`config.mk`:
```
export PLATFORM = sky130hd
export DESIGN_NAME = dbc_blank_ctrl
export DESIGN_NICKNAME = d
export VERILOG_FILES = /design/src/rtl/dbc_tick_gen.v /design/src/rtl/dbc_blank_ctrl.v
export VERILOG_INCLUDE_DIRS = /design/src /design/src/rtl
export SDC_FILE = /design/constraint.sdc
export NUM_CORES = 1
export LEC_CHECK = 0
export BUFFER_PORTS_ARGS = -buffer_cell sky130_fd_sc_hd__clkbuf_2
export CAP_MARGIN = 20
export CORE_UTILIZATION = 55
export CTS_BUF_LIST = sky130_fd_sc_hd__clkbuf_4 sky130_fd_sc_hd__clkbuf_8
export CTS_CLUSTER_SIZE = 25
export DETAILED_ROUTE_END_ITERATION = 8
export PLACE_DENSITY = 0.8
export SLEW_MARGIN = 20
export SYNTH_ARGS = -nofsm -noshare
export SYNTH_HDL_FRONTEND = slang
export SYNTH_SLANG_ARGS = --single-unit
```
`constraint.sdc`:
```
create_clock -name sys_clk_i -period 3.1 [get_ports sys_clk_i]
set_clock_uncertainty 0.1 [all_clocks]
set_input_delay 0 -clock sys_clk_i [delete_from_list [all_inputs] [get_ports sys_clk_i]]
set_output_delay 0 -clock sys_clk_i [all_outputs]
set_load 0.005 [all_outputs]
```
`src/rtl/dbc_map.vh`:
```
// Display blanking controller: register offsets, fields, reset values, timing.
// Included by the blanking controller and its tick generator; definitions only.
`ifndef DBC_MAP_VH
`define DBC_MAP_VH

// Register byte offsets on the APB bus
`define DBC_CTRL_OFS        12'h000
`define DBC_STAT_OFS        12'h004

// Control register fields
`define DBC_DELAY_LSB       0
`define DBC_DELAY_MSB       2
`define DBC_SELECT_LSB      4
`define DBC_SELECT_MSB      7
`define DBC_CTRL_RST        32'h0000_0000
`define DBC_DELAY_RST       3'h0
`define DBC_SELECT_RST      4'h0

// Status register fields
`define DBC_ST_AUTO_BIT     0
`define DBC_ST_RELIGHT_BIT  1
`define DBC_ST_INERR_BIT    2
`define DBC_ST_ALARM_BIT    3
`define DBC_ST_PVD_BIT      4
`define DBC_ST_SVD_BIT      5
`define DBC_ST_LAMP_BIT     6
`define DBC_ST_SVL_BIT      7
`define DBC_ST_PVL_BIT      8
`define DBC_ST_IDLE_LSB     16

// Automatic blanking delay codes
`define DBC_DLY_OFF         3'h0
`define DBC_DLY_15S         3'h1
`define DBC_DLY_30S         3'h2
`define DBC_DLY_1M          3'h3
`define DBC_DLY_5M          3'h4

// Idle times in seconds for each delay code
`define DBC_IDLE_15S        9'h00F
`define DBC_IDLE_30S        9'h01E
`define DBC_IDLE_1M         9'h03C
`define DBC_IDLE_5M         9'h12C

// Manual selector: first value that relights on a key press, and its window
`define DBC_SEL_RELIGHT     4'h5
`define DBC_RELIGHT_SEC     3'h5

// Time base: one tick per second at the system clock rate
`define DBC_TICK_MS         1000
`define DBC_CLK_KHZ         25000
`define DBC_TICK_CYCLES     (`DBC_TICK_MS * `DBC_CLK_KHZ)

`endif

```
`src/rtl/dbc_tick_gen.v`:
```
// One-second tick and half-second blink phase for the blanking controller.
// Assumes a free-running system clock; restart_i realigns the second boundary.
`timescale 1ns/1ps
`include "dbc_map.vh"

module dbc_tick_gen #(
   parameter integer TICK_CYCLES = `DBC_TICK_CYCLES
) (
   // Clock and reset
   input  wire        sys_clk_i,
   input  wire        arst_n_i,
   // Control
   input  wire        restart_i,
   // Time base
   output reg         tick_o,
   output reg         blink_o
);

   localparam integer HALF_CYCLES = (TICK_CYCLES / 2 > 0) ? TICK_CYCLES / 2 : 1;

   reg  [31:0]  cnt_q;

   // Cycle counter, one pulse at each full second, blink toggles each half
   always @(posedge sys_clk_i or negedge arst_n_i) begin
      if (!arst_n_i) begin
         cnt_q   <= 32'h0000_0000;
         tick_o  <= 1'b0;
         blink_o <= 1'b0;
      end else if (restart_i) begin
         cnt_q   <= 32'h0000_0000;
         tick_o  <= 1'b0;
         blink_o <= 1'b0;
      end else if (cnt_q == TICK_CYCLES - 1) begin
         cnt_q   <= 32'h0000_0000;
         tick_o  <= 1'b1;
         blink_o <= 1'b0;
      end else begin
         cnt_q   <= cnt_q + 32'h0000_0001;
         tick_o  <= 1'b0;
         if (cnt_q == HALF_CYCLES - 1) begin
            blink_o <= 1'b1;
         end
      end
   end

endmodule // dbc_tick_gen

```
`src/rtl/dbc_blank_ctrl.v`:
```
// Front-panel display blanking controller with an APB register port.
// Assumes key, alarm and input-error levels arrive asynchronously from pins.
//
// How it works
// - 15 s or 30 s idle blanks displays
// - 1 min or 5 min idle blanks; off never
// - auto blank: all dark, setpoint lamp on, value lamp blinks, unless the selector blanks the lamps
// - no auto blanking during input error or alarm
// - error or alarm relights both displays at once
// - selector 0 to 4 picks blanked items
// - selector 5 to 8 relight five seconds per key
// - error or alarm keeps relit items on
// - input error is over, under or fault
//
// The register offsets and register access over APB were chosen for this implementation.
`timescale 1ns/1ps
`include "dbc_map.vh"

module dbc_blank_ctrl #(
   parameter integer TICK_CYCLES = `DBC_TICK_CYCLES
) (
   // Clock and reset
   input  wire        sys_clk_i,
   input  wire        arst_n_i,
   // APB slave
   input  wire        psel,
   input  wire        penable,
   input  wire        pwrite,
   input  wire [11:0] paddr,
   input  wire [31:0] pwdata,
   output wire        pready,
   output wire        pslverr,
   output reg  [31:0] prdata,
   // Keypad and measurement status pins
   input  wire        key_press_i,
   input  wire        alarm_i,
   input  wire        in_over_i,
   input  wire        in_under_i,
   input  wire        in_fault_i,
   // Display and lamp drivers
   output reg         pv_disp_on_o,
   output reg         sv_disp_on_o,
   output reg         lamps_on_o,
   output reg         sv_lamp_on_o,
   output reg         pv_lamp_on_o
);

   // Decode selector into {lamps off, process value off, setpoint off}
   function [2:0] dbc_sel_mask;
      input [3:0] sel;
      begin
         case (sel)
            4'h1, 4'h5: dbc_sel_mask = 3'h1;
            4'h2, 4'h6: dbc_sel_mask = 3'h2;
            4'h3, 4'h7: dbc_sel_mask = 3'h3;
            4'h4, 4'h8: dbc_sel_mask = 3'h7;
            default:    dbc_sel_mask = 3'h0;
         endcase
      end
   endfunction

   // Idle seconds for a delay code; zero means never
   function [8:0] dbc_idle_limit;
      input [2:0] code;
      begin
         case (code)
            `DBC_DLY_15S: dbc_idle_limit = `DBC_IDLE_15S;
            `DBC_DLY_30S: dbc_idle_limit = `DBC_IDLE_30S;
            `DBC_DLY_1M:  dbc_idle_limit = `DBC_IDLE_1M;
            `DBC_DLY_5M:  dbc_idle_limit = `DBC_IDLE_5M;
            default:      dbc_idle_limit = 9'h000;
         endcase
      end
   endfunction

   // Register decode: bit 0 control word, bit 1 status word, none otherwise
   function [1:0] dbc_reg_hit;
      input [11:0] addr;
      begin
         if (addr == `DBC_CTRL_OFS) begin
            dbc_reg_hit = 2'h1;
         end else if (addr == `DBC_STAT_OFS) begin
            dbc_reg_hit = 2'h2;
         end else begin
            dbc_reg_hit = 2'h0;
         end
      end
   endfunction

   reg  [2:0]  auto_blank_delay_q;
   reg  [3:0]  manual_blank_select_q;
   reg  [4:0]  sync1_q;
   reg  [4:0]  sync2_q;
   reg         key_prev_q;
   reg  [8:0]  idle_cnt_q;
   reg         auto_blank_q;
   reg  [2:0]  relight_cnt_q;
   reg         relight_q;
   reg  [2:0]  off_mask;
   reg         pv_disp_d;
   reg         sv_disp_d;
   reg         lamps_d;
   reg         sv_lamp_d;
   reg         pv_lamp_d;

   wire        key_lvl;
   wire        key_pulse;
   wire        in_error;
   wire        alarm_lvl;
   wire        fault_any;
   wire        tick;
   wire        blink;
   wire [8:0]  idle_limit;
   wire        relight_mode;
   wire [2:0]  man_mask;
   wire [1:0]  reg_hit;
   wire        wr_en;
   wire        rd_setup;
   wire        addr_ok;

   // Two-stage synchronisers for all pin inputs
   always @(posedge sys_clk_i or negedge arst_n_i) begin
      if (!arst_n_i) begin
         sync1_q <= 5'h00;
         sync2_q <= 5'h00;
      end else begin
         sync1_q <= {in_fault_i, in_under_i, in_over_i, alarm_i, key_press_i};
         sync2_q <= sync1_q;
      end
   end

   assign key_lvl   = sync2_q[0];
   assign alarm_lvl = sync2_q[1];
   assign in_error  = sync2_q[2] | sync2_q[3] | sync2_q[4];
   assign fault_any = in_error | alarm_lvl;

   // Rising edge of the synchronised key level
   always @(posedge sys_clk_i or negedge arst_n_i) begin
      if (!arst_n_i) begin
         key_prev_q <= 1'b0;
      end else begin
         key_prev_q <= key_lvl;
      end
   end

   assign key_pulse = key_lvl & ~key_prev_q;

   dbc_tick_gen #(
      .TICK_CYCLES (TICK_CYCLES)
   ) u_tick (
      .sys_clk_i   (sys_clk_i),
      .arst_n_i    (arst_n_i),
      .restart_i   (key_pulse),
      .tick_o      (tick),
      .blink_o     (blink)
   );

   // APB decode; zero wait states, unmapped addresses flag an error
   assign pready   = 1'b1;
   assign reg_hit  = dbc_reg_hit(paddr);
   assign addr_ok  = |reg_hit;
   assign pslverr  = psel & penable & ~addr_ok;
   assign wr_en    = psel & penable & pwrite & reg_hit[0];
   assign rd_setup = psel & ~penable & ~pwrite;

   // Control register written by software
   always @(posedge sys_clk_i or negedge arst_n_i) begin
      if (!arst_n_i) begin
         auto_blank_delay_q    <= `DBC_DELAY_RST;
         manual_blank_select_q <= `DBC_SELECT_RST;
      end else if (wr_en) begin
         auto_blank_delay_q    <= pwdata[`DBC_DELAY_MSB:`DBC_DELAY_LSB];
         manual_blank_select_q <= pwdata[`DBC_SELECT_MSB:`DBC_SELECT_LSB];
      end
   end

   // Read data captured in the setup phase so it is stable in the access phase
   always @(posedge sys_clk_i or negedge arst_n_i) begin
      if (!arst_n_i) begin
         prdata <= 32'h0000_0000;
      end else if (rd_setup) begin
         if (reg_hit[0]) begin
            prdata <= 32'h0000_0000;
            prdata[`DBC_DELAY_MSB:`DBC_DELAY_LSB]   <= auto_blank_delay_q;
            prdata[`DBC_SELECT_MSB:`DBC_SELECT_LSB] <= manual_blank_select_q;
         end else if (reg_hit[1]) begin
            prdata <= 32'h0000_0000;
            prdata[`DBC_ST_AUTO_BIT]    <= auto_blank_q;
            prdata[`DBC_ST_RELIGHT_BIT] <= relight_q;
            prdata[`DBC_ST_INERR_BIT]   <= in_error;
            prdata[`DBC_ST_ALARM_BIT]   <= alarm_lvl;
            prdata[`DBC_ST_PVD_BIT]     <= pv_disp_on_o;
            prdata[`DBC_ST_SVD_BIT]     <= sv_disp_on_o;
            prdata[`DBC_ST_LAMP_BIT]    <= lamps_on_o;
            prdata[`DBC_ST_SVL_BIT]     <= sv_lamp_on_o;
            prdata[`DBC_ST_PVL_BIT]     <= pv_lamp_on_o;
            prdata[`DBC_ST_IDLE_LSB+8:`DBC_ST_IDLE_LSB] <= idle_cnt_q;
         end else begin
            prdata <= 32'h0000_0000;
         end
      end
   end

   assign idle_limit = dbc_idle_limit(auto_blank_delay_q);

   // Idle timer and automatic blanking state
   always @(posedge sys_clk_i or negedge arst_n_i) begin
      if (!arst_n_i) begin
         idle_cnt_q   <= 9'h000;
         auto_blank_q <= 1'b0;
      end else if (key_pulse) begin
         idle_cnt_q   <= 9'h000;
         auto_blank_q <= 1'b0;
      end else if (fault_any || idle_limit == 9'h000) begin
         idle_cnt_q   <= 9'h000;
         auto_blank_q <= 1'b0;
      end else if (tick && !auto_blank_q) begin
         if (idle_cnt_q + 9'h001 >= idle_limit) begin
            idle_cnt_q   <= idle_limit;
            auto_blank_q <= 1'b1;
         end else begin
            idle_cnt_q   <= idle_cnt_q + 9'h001;
         end
      end
   end

   assign relight_mode = (manual_blank_select_q >= `DBC_SEL_RELIGHT);

   // Five-second relight window for selector values 5 to 8
   always @(posedge sys_clk_i or negedge arst_n_i) begin
      if (!arst_n_i) begin
         relight_cnt_q <= 3'h0;
         relight_q     <= 1'b0;
      end else if (key_pulse && relight_mode) begin
         relight_cnt_q <= 3'h0;
         relight_q     <= 1'b1;
      end else if (!relight_mode) begin
         relight_cnt_q <= 3'h0;
         relight_q     <= 1'b0;
      end else if (relight_q && tick) begin
         if (relight_cnt_q + 3'h1 >= `DBC_RELIGHT_SEC) begin
            relight_cnt_q <= `DBC_RELIGHT_SEC;
            relight_q     <= fault_any;
         end else begin
            relight_cnt_q <= relight_cnt_q + 3'h1;
         end
      end else if (relight_q && relight_cnt_q == `DBC_RELIGHT_SEC) begin
         relight_q <= fault_any;
      end
   end

   assign man_mask = dbc_sel_mask(manual_blank_select_q);

   // relit or faulted modes 5 to 8 show everything
   always @* begin
      if (relight_mode && (relight_q || fault_any)) begin
         off_mask = 3'h0;
      end else if (fault_any) begin
         off_mask = man_mask & 3'h4;
      end else begin
         off_mask = man_mask;
      end
   end

   // Next panel state; automatic blanking overrides the manual display masks, not the lamp mask
   always @* begin
      if (auto_blank_q) begin
         pv_disp_d = 1'b0;
         sv_disp_d = 1'b0;
         lamps_d   = 1'b0;
         sv_lamp_d = ~off_mask[2];
         pv_lamp_d = blink & ~off_mask[2];
      end else begin
         pv_disp_d = ~off_mask[1];
         sv_disp_d = ~off_mask[0];
         lamps_d   = ~off_mask[2];
         sv_lamp_d = ~off_mask[2];
         pv_lamp_d = ~off_mask[2];
      end
   end

   // Registered display and lamp drive, lit out of reset
   always @(posedge sys_clk_i or negedge arst_n_i) begin
      if (!arst_n_i) begin
         pv_disp_on_o <= 1'b1;
         sv_disp_on_o <= 1'b1;
         lamps_on_o   <= 1'b1;
         sv_lamp_on_o <= 1'b1;
         pv_lamp_on_o <= 1'b1;
      end else begin
         pv_disp_on_o <= pv_disp_d;
         sv_disp_on_o <= sv_disp_d;
         lamps_on_o   <= lamps_d;
         sv_lamp_on_o <= sv_lamp_d;
         pv_lamp_on_o <= pv_lamp_d;
      end
   end

endmodule // dbc_blank_ctrl

```
==> summary.txt, run 1 <==
Die
  • Die area: 0.00851 mm^2
  • Die Span X: 92.3 um
  • Die height: 92.3 um
  • Row cnt: 32
  • Core ar.: 0.00781 mm^2
  • I/O pin count: 93
  • Starting Density: 57.4%

Route
  • Wirelength, routed: 8950 um
  • # DRC: 0
  • Drt initial violations: 100
  • Via count: 3496
  • WL/cell: 14.3 um
  • Drt pass-1 iters: 5
  • Final ANT Viol Nets: 0
  • Vias/cell: 5.58

CTS
  • TritonCTS buffer count: 9
  • CTS root buffer: clkbuf_8
  • Post-CTS resize count: 0
  • Max Root-Sink Buffers: 2
  • Clock Sinks: 89
  • Post-CTS Setup Bufs: 0
  • CTS tree: built
  • Clock transition at path regs: 90 ps
  • Cts hold-fix bufs: 13
  • Clk_lat worst skew: 350 ps
  • H-tree depth: 3

Worst setup path
  • Worst setup EP type: register
  • Reg2Reg Capture Point: idle_cnt_q[5]
  • Critical path data arrival time: 2970 ps
  • R2R Setup Slk: 320 ps
  • Critical path class: register to register
  • Most used cell, CP: ha_1
  • Data required, critical path: 3290 ps
  • Max stage delay cell, worst path: dfrtp_1
  • Startpoint types: register
  • CP cell instances: ha_1, and2_1, nand4_1, xnor2_1, ha_1, nor2_1, nor2b_1, mux2i_1, o211ai_1, buf_4, a211o_2, nand2_1
  • Worst path max stage delay: 450 ps
  • Worst Reg-to-Reg Cells: 12
  • Crit path max fanout: 6
  • RR Startpoint: idle_cnt_q[0]

GRT
  • Largest net degree at the start of global routing: 90
  • Antenna violations before repair: 0
  • Vias in the first global route: 3263
  • First-pass GRT wire length: 15300 um
  • Tot GR Track Use: 22.7%
  • Total grt overflow: 0

Layout
  • Fillers: 619
  • Post-route insts no fill: 627
  • Commonest cells after routing, fill and taps aside: 84 x dfrtp_1, 58 x nor2_1, 51 x clkbuf_2
  • Layout cells sized above 1: 16.2%
  • # diodes: 0
  • Commonest non-fill, non-tap cell in the layout: dfrtp_1
  • Area of the multi-input gates: 0.00206 mm^2
  • Area grow syn2layout: 15.1%
  • NumNets Final: 586
  • Register Area: 0.00223 mm^2

Synthesis
  • Post-synth top area share: 46.9%
  • Register area share after synthesis: 49.8%
  • Unique masters post-synth: 45
  • Leading area contributor after synthesis: dfrtp_1
  • Synthesized area: 0.00448 mm^2
  • Synth warn: 0
  • Async S/R FF share, synth: 100%
  • #FFs+latches synth: 89
  • Most used DFF post-synth: dfrtp_1
  • Syn Area/Cell: 9.81 um^2
  • Area contributors post-synth: dfrtp_1 47%, nor2_1 4.9%, xnor2_1 4.1%
  • Number of synthesized flops with an enable pin: 0
  • Gate count of the mapped netlist: 457

STA
  • Setup_tns: 0 ps
  • RSZ-0062 raised after global routing: no
  • Final hold violations: 0
  • Highest clock rate: 0.360 GHz
  • Slew margin rel.: 46.4%
  • Fin crit share: 89.7%
  • Hold_ws: 53.2 ps
  • Worst-margin pin slew: 802 ps
  • Slew Viols, Final: 0
  • Clock period minus worst slack: 2780 ps
  • # setup viols final: 0

Pwr
  • Reg power frac: 53.2%
  • Lkg Pwr: 0.00240 uW
  • Clk network pwr share: 41.5%
  • Total Power: 2270 uW
  • Pint: 1770 uW
  • Switching part of the total power: 21.8%
  • PwrDens: 439 mW/mm^2
  • Peak VDD IR: 362 uV
  • Logic pwr share: 5.3%
  • Psw: 495 uW

Placed design
  • Placer congestion estimate: 0.872
  • Post-DP HPWL: 6300 um
  • # placed instances: 598
  • Port Buffers: 52

Status
  • Outcome: finished, final reports clean

Hold path
  • Min-Delay Endpoint: prdata[1]
  • Worst Hold Class: primary input to register
  • Hold path cells: 3
  • Worst hold start: paddr[2]

Flow run
  • Max-cap violations: 0
[state kept, by name (all words and copies together) (netlist names)]
signal	flops
u_tick.cnt_q	32
prdata	18
idle_cnt_q	9
sync1_q	5
sync2_q	5
manual_blank_select_q	4
auto_blank_delay_q	3
relight_cnt_q	3
auto_blank_q	1
key_prev_q	1
lamps_on_o	1
pv_disp_on_o	1
pv_lamp_on_o	1
relight_q	1
sv_disp_on_o	1
sv_lamp_on_o	1
u_tick.blink_o	1
u_tick.tick_o	1
[routing by layer]
layer	up-vias	global-route usage [%]	share of wire, %
met5	-	0	0
met4	0	9.51	1.9
met3	14	2.90	4.0
met2	102	36.7	48
met1	1700	31.1	47
li1	1680	-	-
[cell type report]
| type | count | area share [%] |
|---|---|---|
| inverters | 15 | 1.09 |
| clock buffers | 9 | 2.40 |
| repair buffers | 71 | 8.56 |
| clock inverters | 7 | 2.30 |
| multi-input cells | 334 | 39.9 |
| flip-flops and latches | 89 | 43.3 |
| well taps | 102 | 2.47 |
[worst max-delay path, delay by kind of cell, from the launching register on]
family | cells | cell delay (ps)
and+or+nand+nor | 5 | 690
DFF | 1 | 450
muxes | 1 | 140
xor gates and xnor gates | 1 | 160
AOI/OAI and AO/OA | 2 | 440
adders and majority gates | 2 | 540
buffers and inverters | 1 | 190
[through the flow]
stage	util [%]	instance area [um^2]	setup WS [ps]
after floorplan	-	4530	596
after global placement	61.3	4780	393
after detailed placement	61.3	4780	370
after CTS	66.0	5160	332
after global routing	66.1	5160	112
final	66.1	5160	319
[Yosys cell counts (4+ instances only)]
master / count
mux2_1: 7
and3_1: 8
nand3_1: 24
xor2_1: 18
mux2i_1: 10
and2_1: 6
nor3_1: 25
or3_1: 4
or4_1: 4
ha_1: 12
a21oi_1: 14
xnor2_1: 21
clkbuf_1: 12
nand4_1: 10
o21ai_0: 8
nor2_1: 58
inv_1: 15
nor4_1: 6
a22o_1: 11
buf_4: 16
nand2_1: 34
dfrtp_1: 84
o31ai_1: 8
dfstp_2: 5
nand2b_1: 5
[kinds of logic (layout without fill, tap and decap cells)]
logic type	after synthesis	after routing	share of synthesized area (%)
xor+xnor	39	39	7.62
other cells	2	15	0.168
fa+ha+maj	12	12	3.35
compound gates	56	56	8.52
flops	89	89	49.8
buf+inv	47	102	5.33
mux	17	17	3.99
simple gates	195	195	21.2
[worst max-delay path by stage]
stage | depth (start not counted) | slack, ps | to | start
6_report | 12 | 320 | idle_cnt_q[5] | idle_cnt_q[0]
5_1_grt | 12 | 110 | idle_cnt_q[5] | idle_cnt_q[0]
4_1_cts | 12 | 330 | idle_cnt_q[5] | idle_cnt_q[0]
3_5_place_dp | 12 | 370 | idle_cnt_q[5] | idle_cnt_q[0]
3_3_place_gp | 12 | 390 | idle_cnt_q[5] | idle_cnt_q[0]
2_1_floorplan | 12 | 600 | idle_cnt_q[2] | idle_cnt_q[3]
[power groups by stage]
stage	registers (uW)	logic [uW]	clock network [uW]
final	1210	120	940
after global routing	1210	139	1010
after CTS	1210	122	958
after detailed placement	1230	109	0
after global placement	1230	105	0
after floorplan	1220	69.0	0
No activity file was read; power rests on OpenSTA's default activity.
==> run 2, diff against run 1 <==
--- a/config.mk
+++ b/config.mk
@@ -6,13 +6,14 @@
 export SDC_FILE = /design/constraint.sdc
 export NUM_CORES = 1
 export LEC_CHECK = 0
+export ABC_AREA = 1
 export BUFFER_PORTS_ARGS = -buffer_cell sky130_fd_sc_hd__clkbuf_2
 export CAP_MARGIN = 20
 export CORE_UTILIZATION = 55
 export CTS_BUF_LIST = sky130_fd_sc_hd__clkbuf_4 sky130_fd_sc_hd__clkbuf_8
 export CTS_CLUSTER_SIZE = 25
 export DETAILED_ROUTE_END_ITERATION = 8
-export PLACE_DENSITY = 0.8
+export PLACE_DENSITY = 0.79
 export SLEW_MARGIN = 20
 export SYNTH_ARGS = -nofsm -noshare
 export SYNTH_HDL_FRONTEND = slang
==> run 2 against run 1 <==
Core utilization increased by 0.62 points. Routed wire length increased by 21%. Global-route usage increased by 3.2 points. Synthesized cell count increased by 32%. Cell area increased by 8.4%. Flip-flop and latch count unchanged. Die area increased by 7.8%. Non-clock buffer count increased by 3. Hold slack improved by 45 ps. Register-to-register slack improved by 70 ps. Worst setup slack improved by 70 ps. Critical path type unchanged.
==> summary.txt, run 2 <==
Layout
  • Commonest cells after routing, fill and taps aside: 135 x nand2_1, 84 x dfrtp_1, 75 x nor2_1
  • Max FFs per register: 32
  • Commonest non-fill, non-tap cell in the layout: nand2_1
  • Area of the multi-input gates: 0.00220 mm^2
  • # diodes: 0
  • Post-route insts no fill: 789
  • Fillers: 673
  • NumNets Final: 745
  • Fin util: 66.7%
  • Area grow syn2layout: 15.6%
  • Top reg by flops: u_tick.cnt_q
  • Biggest regs: u_tick.cnt_q: 32 flops, prdata: 18 flops, idle_cnt_q: 9 flops
  • Register Area: 0.00223 mm^2
  • Layout cells sized above 1: 14.9%

STA
  • Slew margin rel.: 47.5%
  • Highest clock rate: 0.369 GHz
  • Slew Viols, Final: 0
  • Worst-margin pin slew: 788 ps
  • Setup_tns: 0 ps
  • # setup viols final: 0
  • Clock period minus worst slack: 2710 ps
  • Final hold violations: 0
  • Hold_ws: 97.8 ps
  • Fin crit share: 87.5%
  • RSZ-0062 raised after global routing: no

CTS
  • Clk_lat worst skew: 350 ps
  • H-tree depth: 3
  • Clock Sinks: 89
  • CTS root buffer: clkbuf_8
  • TritonCTS buffer count: 9
  • Clock transition at path regs: 90 ps
  • CTS tree: built
  • Post-CTS resize count: 0
  • Max Root-Sink Buffers: 2

GRT
  • Vias in the first global route: 4056
  • Antenna violations before repair: 0
  • First-pass GRT wire length: 18300 um
  • Largest net degree at the start of global routing: 90
  • Total grt overflow: 0
  • Tot GR Track Use: 25.9%

Placed design
  • Post-DP HPWL: 7770 um
  • Placer congestion estimate: 0.987
  • Port Buffers: 52
  • # placed instances: 753

Worst setup path
  • Crit path max fanout: 10
  • Worst setup EP type: register
  • Data required, critical path: 3240 ps
  • Critical path class: register to register
  • Startpoint types: register
  • Critical path data arrival time: 2850 ps

Die
  • Row cnt: 33
  • Core ar.: 0.00838 mm^2
  • Die height: 95.8 um
  • I/O pin count: 93
  • Die area: 0.00918 mm^2
  • Starting Density: 57.7%
  • Die Span X: 95.8 um

Pwr
  • PwrDens: 418 mW/mm^2
  • Lkg Pwr: 0.00262 uW
  • Total Power: 2340 uW
  • Peak VDD IR: 276 uV

Synthesis
  • Async S/R FF share, synth: 100%
  • Unique masters post-synth: 40
  • Register area share after synthesis: 46.2%
  • Syn Area/Cell: 8.01 um^2
  • Most used DFF post-synth: dfrtp_1
  • Synthesized area: 0.00484 mm^2
  • Most frequent cells after synthesis: 135 x nand2_1, 84 x dfrtp_1, 75 x nor2_1
  • Leading area contributor after synthesis: dfrtp_1
  • Post-synth top area share: 43.4%
  • Area contributors post-synth: dfrtp_1 43%, nand2_1 10%, nor2_1 5.8%
  • Synth warn: 0
  • Most numerous cell in the Yosys netlist: nand2_1
  • Gate count of the mapped netlist: 604
  • #FFs+latches synth: 89
  • Number of synthesized flops with an enable pin: 0

Route
  • Final ANT Viol Nets: 0
  • Drt pass-1 iters: 4
  • Vias/cell: 5.30
  • # DRC: 0
  • Via count: 4185
  • Drt initial violations: 215
  • Wirelength, routed: 10800 um
  • WL/cell: 13.7 um

Flow run
  • Max-cap violations: 0

Status
  • Outcome: finished, final reports clean

Hold path
  • Worst Hold Class: primary input to register
==> run 2: cell types whose count changed after synthesis, moves of 11 or more <==
cell,delta
nand3_1,+14
xnor2_1,-15
nand2_1,+101
a22o_1,-11
nor2_1,+17
inv_1,+57
==> run 2: kinds of logic after synthesis <==
logic type	after synthesis	synth area share, %
AOI/OAI and AO/OA	68	9.00
and+or+nand+nor	311	28.7
xor gates and xnor gates	19	3.44
other	2	0.155
DFF	89	46.2
adders and majority gates	12	3.10
buffers and inverters	103	9.44
==> run 2: final timing paths <==
path                               start          endpoint  slack (ps)  depth (start not counted)
setup / recovery           idle_cnt_q[0]     idle_cnt_q[2]         390                         15
min in group asynchronous       arst_n_i     idle_cnt_q[1]         190                          2
max in group asynchronous       arst_n_i  u_tick.cnt_q[30]        2160                          2
setup reg to reg           idle_cnt_q[0]     idle_cnt_q[2]         390                         15
hold reg to reg               sync1_q[2]        sync2_q[2]         250                          0
hold / removal                  paddr[1]         prdata[1]         100                          7
==> run 2: final cells by class <==
class,count,area share (%)
Clock buffer,11,2.48
Clock inverter,5,1.86
Inverter,80,5.37
Multi-Input combinational cell,425,39.4
Sequential cell,89,39.9
Tap cell,105,2.35
Timing Repair Buffer,74,8.61
==> run 2: critical path, cell delays in order, from the launching register on <==
cell and delay (ps):
dfrtp_1 440, ha_1 210, nand2_1 90, nor2_1 130
xor2_1 220, inv_1 70, ha_1 310, a21oi_1 170
nor2b_1 150, nand2_1 60, nand2_1 60, nand2_1 60
nand2_2 110, nand2_2 150, o21ai_0 190, nand2_1 70
==> run 2: per-stage QoR <==
stage	worst slack, ps	area [um^2]
6_report	389	5590
4_1_cts	392	5590
3_5_place_dp	429	5140
5_1_grt	111	5590
3_3_place_gp	541	5140
2_1_floorplan	757	4890
==> run 2: repair_timing <==
| action | in CTS | in global routing |
|---|---|---|
| endpoints found under the hold margin | 96 | 0 |
| hold buffers | 20 | 0 |
| setup buffers | 0 | 0 |
==> run 2: routing by layer <==
layer / track usage [%] / share of wire [%] / vias up
met5: 0 / 0 / -
met4: 8.33 / 1.8 / 0
met3: 3.71 / 5.6 / 21
met2: 46.5 / 49 / 148
met1: 32.0 / 43 / 1939
li1: - / - / 2077
==> run 2: where the power goes <==
group          leakage, uW  switching [uW]  internal [uW]  total, uW
clock network     0.000124             398            554        952
registers          0.00118            23.5           1200       1220
logic              0.00131            92.9           67.9        161
total              0.00262             514           1820       2340
==> run 3, diff against run 2 <==
--- a/config.mk
+++ b/config.mk
@@ -9,11 +9,11 @@
 export ABC_AREA = 1
 export BUFFER_PORTS_ARGS = -buffer_cell sky130_fd_sc_hd__clkbuf_2
 export CAP_MARGIN = 20
-export CORE_UTILIZATION = 55
+export CORE_UTILIZATION = 47
 export CTS_BUF_LIST = sky130_fd_sc_hd__clkbuf_4 sky130_fd_sc_hd__clkbuf_8
 export CTS_CLUSTER_SIZE = 25
 export DETAILED_ROUTE_END_ITERATION = 8
-export PLACE_DENSITY = 0.79
+export PLACE_DENSITY = 0.7
 export SLEW_MARGIN = 20
 export SYNTH_ARGS = -nofsm -noshare
 export SYNTH_HDL_FRONTEND = slang
==> run 3 against run 2 <==
Fmax grew 0.74%. Combinational power hardly changed. Worst setup slack gained 20 ps. Largest power group unchanged. Register-to-register slack better by 20 ps.
==> summary.txt, run 3 (synthesis results as in run 2) <==
Status
  • Outcome: finished, final reports clean

CTS
  • TritonCTS buffer count: 9
  • Clock transition at path regs: 90 ps
  • CTS tree: built
  • Clk_lat worst skew: 360 ps
  • CTS root buffer: clkbuf_8
  • Post-CTS resize count: 0
  • Max Root-Sink Buffers: 2
  • H-tree depth: 3
  • Clock Sinks: 89
  • Cts hold-fix bufs: 20
  • Post-CTS Setup Bufs: 0

Placed design
  • Port Buffers: 52
  • Placer congestion estimate: 0.940
  • Dpl cell area: 0.00518 mm^2
  • Post-DP HPWL: 7840 um
  • # placed instances: 781

STA
  • Highest clock rate: 0.372 GHz
  • # setup viols final: 0
  • Slew margin rel.: 48.0%
  • Setup_tns: 0 ps
  • Clock period minus worst slack: 2690 ps
  • Final hold violations: 0
  • Fin crit share: 86.8%
  • RSZ-0062 raised after global routing: no
  • Worst-margin pin slew: 778 ps
  • Slew Viols, Final: 0

Die
  • Die area: 0.0107 mm^2
  • Core ar.: 0.00986 mm^2
  • Row cnt: 36
  • Die height: 103 um
  • I/O pin count: 93
  • Starting Density: 49.0%
  • Die Span X: 103 um

GRT
  • Largest net degree at the start of global routing: 90
  • Vias in the first global route: 4051
  • Antenna violations before repair: 0
  • First-pass GRT wire length: 18200 um
  • Tot GR Track Use: 22.2%
  • Total grt overflow: 0

Worst setup path
  • Worst setup EP type: register
  • Critical path class: register to register
  • Crit path max fanout: 10
  • Data required, critical path: 3260 ps
  • Critical path data arrival time: 2850 ps
  • Startpoint types: register
  • Crit path launch: idle_cnt_q[0]
  • RR Startpoint: idle_cnt_q[0]

Route
  • Vias/cell: 5.14
  • Final ANT Viol Nets: 0
  • Wirelength, routed: 10800 um
  • WL/cell: 13.2 um
  • Drt initial violations: 166
  • Drt pass-1 iters: 5
  • Via count: 4197
  • # DRC: 0

Pwr
  • Lkg Pwr: 0.00260 uW
  • Peak VDD IR: 260 uV
  • Total Power: 2210 uW
  • PwrDens: 395 mW/mm^2

Hold path
  • Worst hold start: paddr[2]
  • Worst Hold Class: primary input to register

Layout
  • Commonest non-fill, non-tap cell in the layout: nand2_1
  • Area grow syn2layout: 15.5%
  • NumNets Final: 745
  • Top reg by flops: u_tick.cnt_q
  • Max FFs per register: 32
  • Biggest regs: u_tick.cnt_q: 32 flops, prdata: 18 flops, idle_cnt_q: 9 flops
  • Design Area, Final: 0.00559 mm^2
  • Layout cells sized above 1: 14.9%
  • Fillers: 901
  • # diodes: 0
  • Commonest cells after routing, fill and taps aside: 135 x nand2_1, 84 x dfrtp_1, 75 x nor2_1
  • Post-route insts no fill: 817

Flow run
  • Max-cap violations: 0
-- run 3: cell count changes in the layout (fill, tap and decap cells not counted), sizes merged --
cell	change
bufinv	-2
clkinvlp	+1
clkinv	-1
clkbuf	+2
-- run 3: layout make-up --
| cell class | count | area [um^2] | area share [%] |
|---|---|---|---|
| Clock inverter | 3 | 42.5 | 0.761 |
| Multi-Input combinational cell | 425 | 2200 | 39.4 |
| Clock buffer | 13 | 160 | 2.87 |
| Inverter | 80 | 300 | 5.38 |
| Sequential cell | 89 | 2230 | 40.0 |
| Tap cell | 133 | 166 | 2.98 |
| Timing Repair Buffer | 74 | 482 | 8.62 |
-- run 3: worst paths after layout --
kind / endpoint / slack (ps) / depth (start not counted)
min in group asynchronous: manual_blank_select_q[2] / 180 / 2
worst max register to register: idle_cnt_q[3] / 410 / 15
max in group asynchronous: u_tick.cnt_q[15] / 2210 / 2
worst min register to register: sync2_q[1] / 240 / 0
worst min-delay path: prdata[4] / 90 / 6
worst max-delay path: idle_cnt_q[3] / 410 / 15
-- run 3: report_power, final --
group | total (uW) | internal [uW] | switching (uW)
Clock | 824 | 421 | 403
Combinational | 160 | 67.7 | 92.4
Sequential | 1220 | 1200 | 23.9
Total | 2210 | 1690 | 519
-- run 3: critical path, cell delays in order, from the launching register on --
cell	delay [ps]
dfrtp_1	450
ha_1	200
nand2_1	90
nor2_1	120
xor2_1	200
inv_1	60
ha_1	300
a21oi_1	160
nor2b_1	160
nand2_1	70
nand2_1	60
nand2_1	70
nand2_2	120
nand2_2	150
o21ai_0	200
nand2_1	70
-- run 3: stage by stage --
stage / worst slack, ps / hold slack [ps] / util (%)
floorplan: 757 / -396 / -
global placement: 534 / 8.32 / 52.5
detailed placement: 432 / 10.0 / 52.5
CTS: 419 / 84.0 / 56.6
global route: 73.6 / 114 / 56.6
finish: 409 / 89.3 / 56.6
-- run 3: metal layers --
| layer | track usage (%) | vias to the layer above | part of all wire [%] |
|---|---|---|---|
| met1 | 28.0 | 1960 | 46 |
| met3 | 3.63 | 22 | 4.5 |
| met4 | 9.53 | 0 | 2.5 |
| met5 | 0 | - | 0 |
| li1 | - | 2081 | - |
| met2 | 37.7 | 134 | 47 |
